[src/include/tlic_pkg.sv]
// Constants and types shared by the two-level interrupt controller
package tlic_pkg;

	// ==========================================================
	// Sources and polling order (index 0 polled first)
	localparam int unsigned NUM_SRC      = 6;
	localparam int unsigned SRC_IDX_W    = 3;
	localparam int unsigned SRC_EXT_ZERO = 0;
	localparam int unsigned SRC_TMR_ZERO = 1;
	localparam int unsigned SRC_EXT_ONE  = 2;
	localparam int unsigned SRC_TMR_ONE  = 3;
	localparam int unsigned SRC_SERIAL   = 4;
	localparam int unsigned SRC_TMR_TWO  = 5;
	// Third timer present in this variant
	localparam logic        HAS_TMR_TWO  = 1'b1;

	// ==========================================================
	// Enable mask fields
	localparam int unsigned IE_GLOBAL_BIT = 7;
	localparam logic [7:0]  IE_RESET      = 8'h00;
	localparam logic [7:0]  IP_RESET      = 8'h00;
	// Bit 6 reserved in both masks
	localparam logic [7:0]  MASK_WR_BITS  = 8'hBF;
	localparam logic [7:0]  PRIO_WR_BITS  = 8'h3F;

	// ==========================================================
	// Register byte offsets on the bus
	localparam logic [7:0] OFF_IE        = 8'h00;
	localparam logic [7:0] OFF_IP        = 8'h04;
	localparam logic [7:0] OFF_EVT_STAT  = 8'h08;
	localparam logic [7:0] OFF_EVT_CLR   = 8'h0C;
	localparam logic [7:0] OFF_EVT_EN    = 8'h10;
	localparam logic [7:0] OFF_STATE     = 8'h14;

	// ==========================================================
	// Event status bits
	localparam int unsigned EVT_W         = 3;
	localparam int unsigned EVT_CALL_LO   = 0;
	localparam int unsigned EVT_CALL_HI   = 1;
	localparam int unsigned EVT_BARE_RET  = 2;

	// ==========================================================
	// Vectors: base plus index times eight
	localparam logic [15:0] VEC_BASE      = 16'h0003;
	localparam int unsigned VEC_SHIFT     = 3;

	// ==========================================================
	// Machine cycle timing
	localparam int unsigned CLK_HZ        = 25_000_000;
	localparam int unsigned STATES_PER_MC = 6;
	localparam int unsigned CLKS_PER_STATE = 2;
	localparam logic [2:0]  SAMPLE_STATE  = 3'h5;
	localparam logic [2:0]  POLL_STATE    = 3'h1;

	// Call sequencer, Gray coded along the path
	typedef enum logic [1:0] {
		TLIC_WAIT = 2'b00,
		TLIC_POLL = 2'b01,
		TLIC_CALL = 2'b11
	} tlic_seq_e;

endpackage

[src/rtl/tlic_resolver.sv]
// Picks the winning interrupt source by level then polling order
`timescale 1ns/10ps
module tlic_resolver (
	input  wire logic [tlic_pkg::NUM_SRC-1:0]   req_hi,
	input  wire logic [tlic_pkg::NUM_SRC-1:0]   req_lo,
	output logic                                win_valid,
	output logic                                win_high,
	output logic [tlic_pkg::SRC_IDX_W-1:0]      win_idx
);
	import tlic_pkg::*;

	// ==========================================================
	// First-set chains, one stage per source
	logic [NUM_SRC:0]   seen_hi;   // Higher-order source already won
	logic [NUM_SRC:0]   seen_lo;
	logic [NUM_SRC-1:0] pick_hi;   // One-hot winner per level
	logic [NUM_SRC-1:0] pick_lo;

	assign seen_hi[0] = 1'b0;
	assign seen_lo[0] = 1'b0;

	genvar g;
	generate
		for (g = 0; g < NUM_SRC; g++) begin : g_chain
			// Lower index is polled first
			assign pick_hi[g]   = req_hi[g] & ~seen_hi[g];
			assign pick_lo[g]   = req_lo[g] & ~seen_lo[g];
			assign seen_hi[g+1] = seen_hi[g] | req_hi[g];
			assign seen_lo[g+1] = seen_lo[g] | req_lo[g];
		end
	endgenerate

	// ==========================================================
	// Encode the one-hot pick; high level beats low
	logic [SRC_IDX_W-1:0] idx_hi;
	logic [SRC_IDX_W-1:0] idx_lo;

	// Encoders for the two one-hot vectors
	always_comb begin
		idx_hi = '0;
		idx_lo = '0;
		for (int i = 0; i < NUM_SRC; i++) begin
			if (pick_hi[i]) begin
				idx_hi = SRC_IDX_W'(i);
			end
			if (pick_lo[i]) begin
				idx_lo = SRC_IDX_W'(i);
			end
		end
	end

	assign win_high  = seen_hi[NUM_SRC];
	assign win_valid = seen_hi[NUM_SRC] | seen_lo[NUM_SRC];
	assign win_idx   = win_high ? idx_hi : idx_lo;

endmodule

[src/rtl/tlic_top.sv]
// Two-level interrupt controller with APB registers and call sequencer
//
// Notes on behaviour
// [RULE1] Five sources, sixth for the third timer
// [RULE2] Per-source enable bit gates each request
// [RULE3] Global enable in top bit gates all
// [RULE4] Enable mask layout fixed, bit 6 reserved
// [RULE5] Cleared enable bit blocks that source's service
// [RULE6] Per-source priority bit selects one of two
// [RULE7] High preempts low; low never preempts low
// [RULE8] High in progress blocks every other request
// [RULE9] Level first, then fixed polling order
// [RULE10] Sample in state 5, poll next cycle
// [RULE11] Call saves only the program counter
// [RULE12] In-progress flag per level, return clears it
`timescale 1ns/10ps
module tlic_top (
	input  wire logic                            clock,
	input  wire logic                            rst,
	// APB slave
	input  wire logic                            psel,
	input  wire logic                            penable,
	input  wire logic                            pwrite,
	input  wire logic [7:0]                      paddr,
	input  wire logic [31:0]                     pwdata,
	output logic [31:0]                          prdata,
	output logic                                 pready,
	output logic                                 pslverr,
	// External request pins, asynchronous
	input  wire logic                            ext_zero_req,
	input  wire logic                            ext_one_req,
	// On-chip request flags, same clock
	input  wire logic                            tmr_zero_req,
	input  wire logic                            tmr_one_req,
	input  wire logic                            serial_req,
	input  wire logic                            tmr_two_req,
	// Core sequencer handshake
	output logic                                 call_req,
	output logic [15:0]                          call_vector,
	output logic                                 call_push_pc_only,
	input  wire logic                            call_ack,
	input  wire logic                            return_from_interrupt,
	// Machine state and interrupt out
	output logic [2:0]                           mc_state,
	output logic                                 irq
);
	import tlic_pkg::*;

	// ==========================================================
	// Pin synchronisers
	logic [1:0] ext_meta_r;   // First stage, read only by second
	logic [1:0] ext_sync_r;   // Safe to use

	// Two flops per external pin
	always_ff @(posedge clock or posedge rst) begin
		if (rst) begin
			ext_meta_r <= 2'h0;
			ext_sync_r <= 2'h0;
		end else begin
			ext_meta_r <= {ext_one_req, ext_zero_req};
			ext_sync_r <= ext_meta_r;
		end
	end

	// [RULE1] Source vector assembly
	logic [NUM_SRC-1:0] src_flags;
	assign src_flags[SRC_EXT_ZERO] = ext_sync_r[0];
	assign src_flags[SRC_TMR_ZERO] = tmr_zero_req;
	assign src_flags[SRC_EXT_ONE]  = ext_sync_r[1];
	assign src_flags[SRC_TMR_ONE]  = tmr_one_req;
	assign src_flags[SRC_SERIAL]   = serial_req;
	assign src_flags[SRC_TMR_TWO]  = tmr_two_req & HAS_TMR_TWO;

	// ==========================================================
	// Machine cycle timing
	localparam int unsigned DIV_W = 2;
	logic [DIV_W-1:0] div_r;       // Clocks within a state
	logic             state_tick;  // One-cycle enable per state
	logic [2:0]       mc_state_r;  // 1..6

	assign state_tick = (div_r == DIV_W'(CLKS_PER_STATE - 1));

	// Divider gives one enable pulse per state time
	always_ff @(posedge clock or posedge rst) begin
		if (rst) begin
			div_r <= '0;
		end else if (state_tick) begin
			div_r <= '0;
		end else begin
			div_r <= div_r + 1'b1;
		end
	end

	// State counter wraps after the sixth state
	always_ff @(posedge clock or posedge rst) begin
		if (rst) begin
			mc_state_r <= 3'h1;
		end else if (state_tick) begin
			if (mc_state_r == 3'(STATES_PER_MC)) begin
				mc_state_r <= 3'h1;
			end else begin
				mc_state_r <= mc_state_r + 3'h1;
			end
		end
	end

	assign mc_state = mc_state_r;

	// Last clock of the sample state and of state 6, before poll state 1
	logic sample_now;
	logic poll_now;
	assign sample_now = state_tick & (mc_state_r == SAMPLE_STATE);
	assign poll_now   = state_tick & (mc_state_r == 3'(STATES_PER_MC));

	// ==========================================================
	// Registers
	logic [7:0]         ie_r;      // Enable mask
	logic [7:0]         ip_r;      // Priority select mask
	logic [EVT_W-1:0]   evt_r;     // Sticky events
	logic [EVT_W-1:0]   evt_en_r;  // Event interrupt enables
	logic [NUM_SRC-1:0] sample_r;  // Flags latched at state 5
	logic               hip_r;     // High level in progress
	logic               lip_r;     // Low level in progress

	// APB decode
	logic setup_ph;
	logic access_ph;
	logic wr_go;
	logic hit_ie;
	logic hit_ip;
	logic hit_stat;
	logic hit_clr;
	logic hit_en;
	logic hit_state;
	logic mapped;

	assign setup_ph  = psel & ~penable;
	assign access_ph = psel & penable;
	assign wr_go     = access_ph & pwrite;
	assign hit_ie    = (paddr == OFF_IE);
	assign hit_ip    = (paddr == OFF_IP);
	assign hit_stat  = (paddr == OFF_EVT_STAT);
	assign hit_clr   = (paddr == OFF_EVT_CLR);
	assign hit_en    = (paddr == OFF_EVT_EN);
	assign hit_state = (paddr == OFF_STATE);
	assign mapped    = hit_ie | hit_ip | hit_stat | hit_clr
		| hit_en | hit_state;

	// Zero wait states; unmapped access flagged as error
	assign pready  = 1'b1;
	assign pslverr = access_ph & ~mapped;

	// Read mux, sampled into prdata during setup
	logic [31:0] rd_mux;
	assign rd_mux =
		hit_ie    ? {24'h0, ie_r} :
		hit_ip    ? {24'h0, ip_r} :
		hit_stat  ? {29'h0, evt_r} :
		hit_en    ? {29'h0, evt_en_r} :
		hit_state ? {18'h0, sample_r,
			1'b0, mc_state_r, 2'h0, hip_r, lip_r} :
		32'h0;

	// Read data comes from a flop, loaded in setup phase
	always_ff @(posedge clock or posedge rst) begin
		if (rst) begin
			prdata <= 32'h0;
		end else if (setup_ph && !pwrite) begin
			prdata <= rd_mux;
		end
	end

	// [RULE4] Reserved bit 6 stays zero
	// [RULE2] Software writes steer enables
	always_ff @(posedge clock or posedge rst) begin
		if (rst) begin
			ie_r <= IE_RESET;
		end else if (wr_go && hit_ie) begin
			ie_r <= pwdata[7:0] & MASK_WR_BITS;
		end
	end

	// [RULE6] Priority bit per source
	always_ff @(posedge clock or posedge rst) begin
		if (rst) begin
			ip_r <= IP_RESET;
		end else if (wr_go && hit_ip) begin
			ip_r <= pwdata[7:0] & PRIO_WR_BITS;
		end
	end

	// Event enables
	always_ff @(posedge clock or posedge rst) begin
		if (rst) begin
			evt_en_r <= '0;
		end else if (wr_go && hit_en) begin
			evt_en_r <= pwdata[EVT_W-1:0];
		end
	end

	// [RULE10] Latch every flag in state 5
	always_ff @(posedge clock or posedge rst) begin
		if (rst) begin
			sample_r <= '0;
		end else if (sample_now) begin
			sample_r <= src_flags;
		end
	end

	// ==========================================================
	// Eligibility
	logic               glob_en;
	logic [NUM_SRC-1:0] cand;
	logic [NUM_SRC-1:0] prio;
	logic [NUM_SRC-1:0] elig_hi;
	logic [NUM_SRC-1:0] elig_lo;

	// [RULE3] Global enable gates all sources
	assign glob_en = ie_r[IE_GLOBAL_BIT];
	// [RULE5] Cleared per-source bit blocks service
	assign cand    = sample_r & ie_r[NUM_SRC-1:0] & {NUM_SRC{glob_en}};
	assign prio    = ip_r[NUM_SRC-1:0];
	// [RULE8] High in progress blocks everything
	// [RULE7] Low in progress blocks only low
	assign elig_hi = cand & prio & {NUM_SRC{~hip_r}};
	assign elig_lo = cand & ~prio & {NUM_SRC{~hip_r & ~lip_r}};

	logic                 win_valid;
	logic                 win_high;
	logic [SRC_IDX_W-1:0] win_idx;

	// [RULE9] Level first, then polling order
	tlic_resolver u_resolver (
		.req_hi    (elig_hi),
		.req_lo    (elig_lo),
		.win_valid (win_valid),
		.win_high  (win_high),
		.win_idx   (win_idx)
	);

	// ==========================================================
	// Call sequencer
	tlic_seq_e seq_r;
	tlic_seq_e seq_nxt;
	logic      call_high_r;    // Level of the pending call
	logic      take_call;

	assign take_call = (seq_r == TLIC_CALL) & call_ack;

	// Next state: wait for poll, decide, hold request until ack
	always_comb begin
		seq_nxt = seq_r;
		case (seq_r)
			TLIC_WAIT: begin
				if (poll_now) begin
					seq_nxt = TLIC_POLL;
				end
			end
			TLIC_POLL: begin
				// Poll once per machine cycle
				if (win_valid) begin
					seq_nxt = TLIC_CALL;
				end else begin
					seq_nxt = TLIC_WAIT;
				end
			end
			TLIC_CALL: begin
				if (call_ack) begin
					seq_nxt = TLIC_WAIT;
				end
			end
			default: begin
				seq_nxt = TLIC_WAIT;
			end
		endcase
	end

	// Sequencer state flop
	always_ff @(posedge clock or posedge rst) begin
		if (rst) begin
			seq_r <= TLIC_WAIT;
		end else begin
			seq_r <= seq_nxt;
		end
	end

	// [RULE10] Vector fixed per source
	always_ff @(posedge clock or posedge rst) begin
		if (rst) begin
			call_vector <= 16'h0000;
			call_high_r <= 1'b0;
		end else if (seq_r == TLIC_POLL && win_valid) begin
			call_vector <= VEC_BASE
				+ {10'h0, win_idx, 3'h0};
			call_high_r <= win_high;
		end
	end

	assign call_req = (seq_r == TLIC_CALL);
	// [RULE11] Core pushes only the PC
	assign call_push_pc_only = 1'b1;

	// ==========================================================
	// In-progress flags
	logic ret_hi;
	logic ret_lo;
	logic ret_bare;

	// Return ends the highest active level
	assign ret_hi   = return_from_interrupt & hip_r;
	assign ret_lo   = return_from_interrupt & ~hip_r & lip_r;
	assign ret_bare = return_from_interrupt & ~hip_r & ~lip_r;

	// [RULE12] Set on call, cleared by return
	always_ff @(posedge clock or posedge rst) begin
		if (rst) begin
			hip_r <= 1'b0;
			lip_r <= 1'b0;
		end else begin
			if (take_call && call_high_r) begin
				hip_r <= 1'b1;
			end else if (ret_hi) begin
				hip_r <= 1'b0;
			end
			if (take_call && !call_high_r) begin
				lip_r <= 1'b1;
			end else if (ret_lo) begin
				lip_r <= 1'b0;
			end
		end
	end

	// ==========================================================
	// Event status and interrupt output
	logic [EVT_W-1:0] evt_set;
	logic [EVT_W-1:0] evt_clr;

	assign evt_set[EVT_CALL_LO]  = take_call & ~call_high_r;
	assign evt_set[EVT_CALL_HI]  = take_call & call_high_r;
	assign evt_set[EVT_BARE_RET] = ret_bare;
	assign evt_clr = (wr_go && hit_clr) ? pwdata[EVT_W-1:0] : '0;

	// Set wins over a clear in the same cycle
	always_ff @(posedge clock or posedge rst) begin
		if (rst) begin
			evt_r <= '0;
		end else begin
			evt_r <= (evt_r & ~evt_clr) | evt_set;
		end
	end

	assign irq = |(evt_r & evt_en_r);

endmodule

[config.mk]
export PLATFORM = sky130hd
export DESIGN_NAME = tlic_top
export DESIGN_NICKNAME = d
export VERILOG_FILES = /design/src/include/tlic_pkg.sv /design/src/rtl/tlic_resolver.sv /design/src/rtl/tlic_top.sv
export SDC_FILE = /design/constraint.sdc
export NUM_CORES = 1
export LEC_CHECK = 0
export BUFFER_PORTS_ARGS = -buffer_cell sky130_fd_sc_hd__buf_4
export CORE_MARGIN = 2
export CORE_UTILIZATION = 53
export CTS_CLUSTER_DIAMETER = 100
export DETAILED_ROUTE_END_ITERATION = 10
export PLACE_DENSITY = 0.85
export SLEW_MARGIN = 25
export SYNTH_ARGS = -nofsm -noshare
export SYNTH_HDL_FRONTEND = slang
export SYNTH_SLANG_ARGS = --single-unit
[constraint.sdc]
create_clock -name clock -period 3.3 [get_ports clock]
set_clock_uncertainty 0.05 [all_clocks]
set_input_delay 0.165 -clock clock [delete_from_list [all_inputs] [get_ports clock]]
set_output_delay 0.165 -clock clock [all_outputs]
set_load 0.05 [all_outputs]
==> impl_results.md <==
- Status: finished clean
- Die Ht: 78.34 um
- Boundary pin count: ~110
- Largest net degree at the start of global routing: 58
- Share of cells above drive strength 1: 0.3195
- Crit-path max FO: 10
- Chip width: slightly below 80 um
- Compound-Gate Fraction of Synth Area: 0.1235
- # fillers: between 400 and 500
- DRT Pass-1 Iters: 4
- Placed cells: roughly 390
- Slew Viols, Final: 0
- Seq cells post-synth: between 50 and 60
- Lkg Pwr: around 1.7 nW
- Die area: approximately 0.006 mm2
- Min-Delay Path Class: in2reg
- Clock Power Share: 0.421
- Internal: 1.096 mW
- Final Cycle Share: 0.6253
- Ys Warns: 0
- Syn Inst Count: approximately 280
- Simple-Gate Fraction of Synth Area: 0.1593
- Mapped cell area: between 0.002 and 0.003 mm2
- Pwr Density: between 400 and 500 mW/mm2
- CP max stage delay: around 0.52 ns
- Fin cells: 410
- Maximum vdd drop: between 300 and 400 uV
- Most common cell in the synthesized netlist: dfrtp_1
- Clock root cell: clkbuf_8
- Ys async rst share: 1.000
- N_diodes: 0
- Final hold vios: 0
- Total grt overflow: 0
- Mux share of post-synthesis cell area: 0.1128
- CTS tree: yes
- CTS clk-pin slew, worst paths: approximately 0.070 ns
- Register cell area after layout: roughly 0.0014 mm2
- Row Count: 27
- Hold slack final: ~0.019 ns
- Initial antenna violation count: 0
- Max-cap violations: 0
- Clock buffer depth: 2
- # DRC: 0
- Final setup fails: 0
- Synth area leaders: dfrtp_1, mux2_2, buf_4
- Worst Path Required: 3.50 ns
- Synth-to-layout area growth: 19.82%
- Yosys top cell by area: dfrtp_1
- RSZ-0062 raised after global routing: false
- # hold bufs at CTS: 9
- Syn Area/Cell: approximately 11 um2
- Vias per Instance: roughly 5.4
- Gate power share: 0.108
- Nets: 386
- Slowest CP cell: or3b_1
- Yosys top cell area share: 0.4784
- Highest Clock Rate: between 0.4 and 0.5 GHz
- Routed WL per cell: roughly 15 um
- Sw Ratio: 0.2799
- Post-CTS setup buffers: 0
- Via count: approximately 2200
- First-pass GRT wire length: around 10000 um
- Setup total negative slack: 0 ns
- Slew Limit Headroom: 0.5454
- Slew @ Worst Pin: around 0.68 ns
- Crit-path cells: or3b_1 > nor3_1 > o21ai_0 > a2bb2oi_1 > o21bai_1 > a31oi_1
- Clk sinks: 57
- DR iter-0 viols: approximately 160
- CTS Buf Count: 9
- H-tree depth: 3
- Worst Setup Path Type: reg2reg
- Ys flop type: dfrtp_1
- Port bufs: 52
- Resize count post-CTS: 0
- Core ar.: ~0.0054 mm2
- Largest family of logic cells by synthesized area: simple AND/OR/NAND/NOR gates
- Switching power: ~430 uW
- Crit path launch type: register
- GP Congestion: around 0.85
- Synth Area in Adders: 0
- Worst setup margin: 1.236 ns
- ANT nets after route: 0
- Vias in the first global route: roughly 2200
- Fin crit period: between 2 and 2.5 ns
- Synth unique cells: 52
- Total GRT Usage: 0.2179
- Reg power frac: 0.471
- Number of synthesized flops with an enable pin: 0
- Total wire length: 6090 um
- Area occupied by multi-input gates: 0.001284 mm2
- WP data arrival: between 2 and 2.5 ns
- Worst Setup End Kind: register
- Sequential share of the synthesized area: 0.4874
- Total chip power: approximately 1.5 mW
- Clk Latency, worst-skew pair: between 0.3 and 0.4 ns
- Dpl ws: 1.186 ns
- Initial core utilization: 0.5419
- Post-Synth XOR/XNOR Area: 0.002990
- Synth cell count leaders: dfrtp_1, buf_4, nand2_1, mux2_2, o21ai_0
- Placed wire-length estimate: between 4000 and 5000 um
-- cells by family (layout without fill, tap and decap cells) --
family                    count (synthesis)  after routing
xor gates and xnor gates                  1              1
other                                     2             31
DFF                                      57             57
buffers and inverters                    51             85
and+or+nand+nor                          85             85
muxes                                    30             30
AOI/OAI and AO/OA                        49             49
-- layout make-up --
type,instances,share of cell area
inverter,8,0.009269
tap,72,0.02567
timing repair buffer,61,0.1369
multi-input combinational,196,0.3658
clock inverter,7,0.02032
clock buffer,9,0.03529
sequential,57,0.4068
-- state kept, by name, summed over array words and instances (netlist names), 2 cells and up --
name and cells:
ext_meta_r 2, prdata 14, ip_r 6, ie_r 7, mc_state 3, div_r 2
ext_sync_r 2, sample_r 6, evt_r 3, call_vector 4, evt_en_r 3, seq_r 2
-- power by group through the flow --
stage                     clock, mW  combinational [mW]  sequential (mW)
final                         0.641               0.164            0.717
after CTS                     0.652               0.164            0.717
after floorplan                   0               0.145            0.728
after detailed placement          0               0.155            0.730
after global placement            0               0.154            0.729
after global routing          0.697               0.175            0.718
-- per-layer routing --
| metal | share of wire | global-route usage | vias up |
|---|---|---|---|
| met1 | 0.40 | 0.2764 | 1071 |
| met4 | 0.037 | 0.1298 | 0 |
| met5 | 0 | 0 | - |
| li1 | - | - | 1028 |
| met2 | 0.49 | 0.3466 | 101 |
| met3 | 0.072 | 0.04368 | 18 |
-- cells in the final DEF, fill, tap and decap left out, types with 4 or more instances in the layout --
| cell | count |
|---|---|
| nand4_1 | 7 |
| dfrtp_1 | 56 |
| inv_1 | 7 |
| conb_1 | 31 |
| dlygate4sd3_1 | 9 |
| nor2_1 | 10 |
| nand2_1 | 31 |
| mux2_2 | 24 |
| clkbuf_8 | 9 |
| o21ai_0 | 14 |
| nand3_1 | 4 |
| nor3_1 | 5 |
| mux2i_1 | 6 |
| a22o_1 | 8 |
| buf_4 | 52 |
| a21oi_1 | 4 |
-- through the flow --
step	instance area (um2)	utilization
6_report	3510	0.6493
5_1_grt	3510	0.6493
4_1_cts	3510	0.6493
3_5_place_dp	3224	0.5965
3_3_place_gp	3222	0.5961
2_1_floorplan	3038	-
-- critical path: cells and delay by family (launching register included) --
kind / cells / cell delay [ns]
simple gates: 2 / 0.80
compound gates: 4 / 0.63
flops: 1 / 0.49
-- worst paths after layout --
| kind | startpoint | end | slack [ns] | cells past startpoint |
|---|---|---|---|---|
| min in group asynchronous | rst | sample_r[5]$_DFFE_PP0P_ | 0.45 | 3 |
| setup / recovery | hip_r$_DFFE_PP0P_ | call_vector[3]$_DFFE_PP0P_ | 1.24 | 6 |
| max in group asynchronous | rst | evt_r[2]$_DFF_PP0_ | 2.29 | 3 |
| hold / removal | pwdata[4] | ie_r[4]$_DFFE_PP0P_ | 0.02 | 2 |
| hold reg to reg | ext_meta_r[1]$_DFF_PP0_ | ext_sync_r[1]$_DFF_PP0_ | 0.30 | 0 |
| setup reg to reg | hip_r$_DFFE_PP0P_ | call_vector[3]$_DFFE_PP0P_ | 1.24 | 6 |
Power figures use the tool's default switching activity.
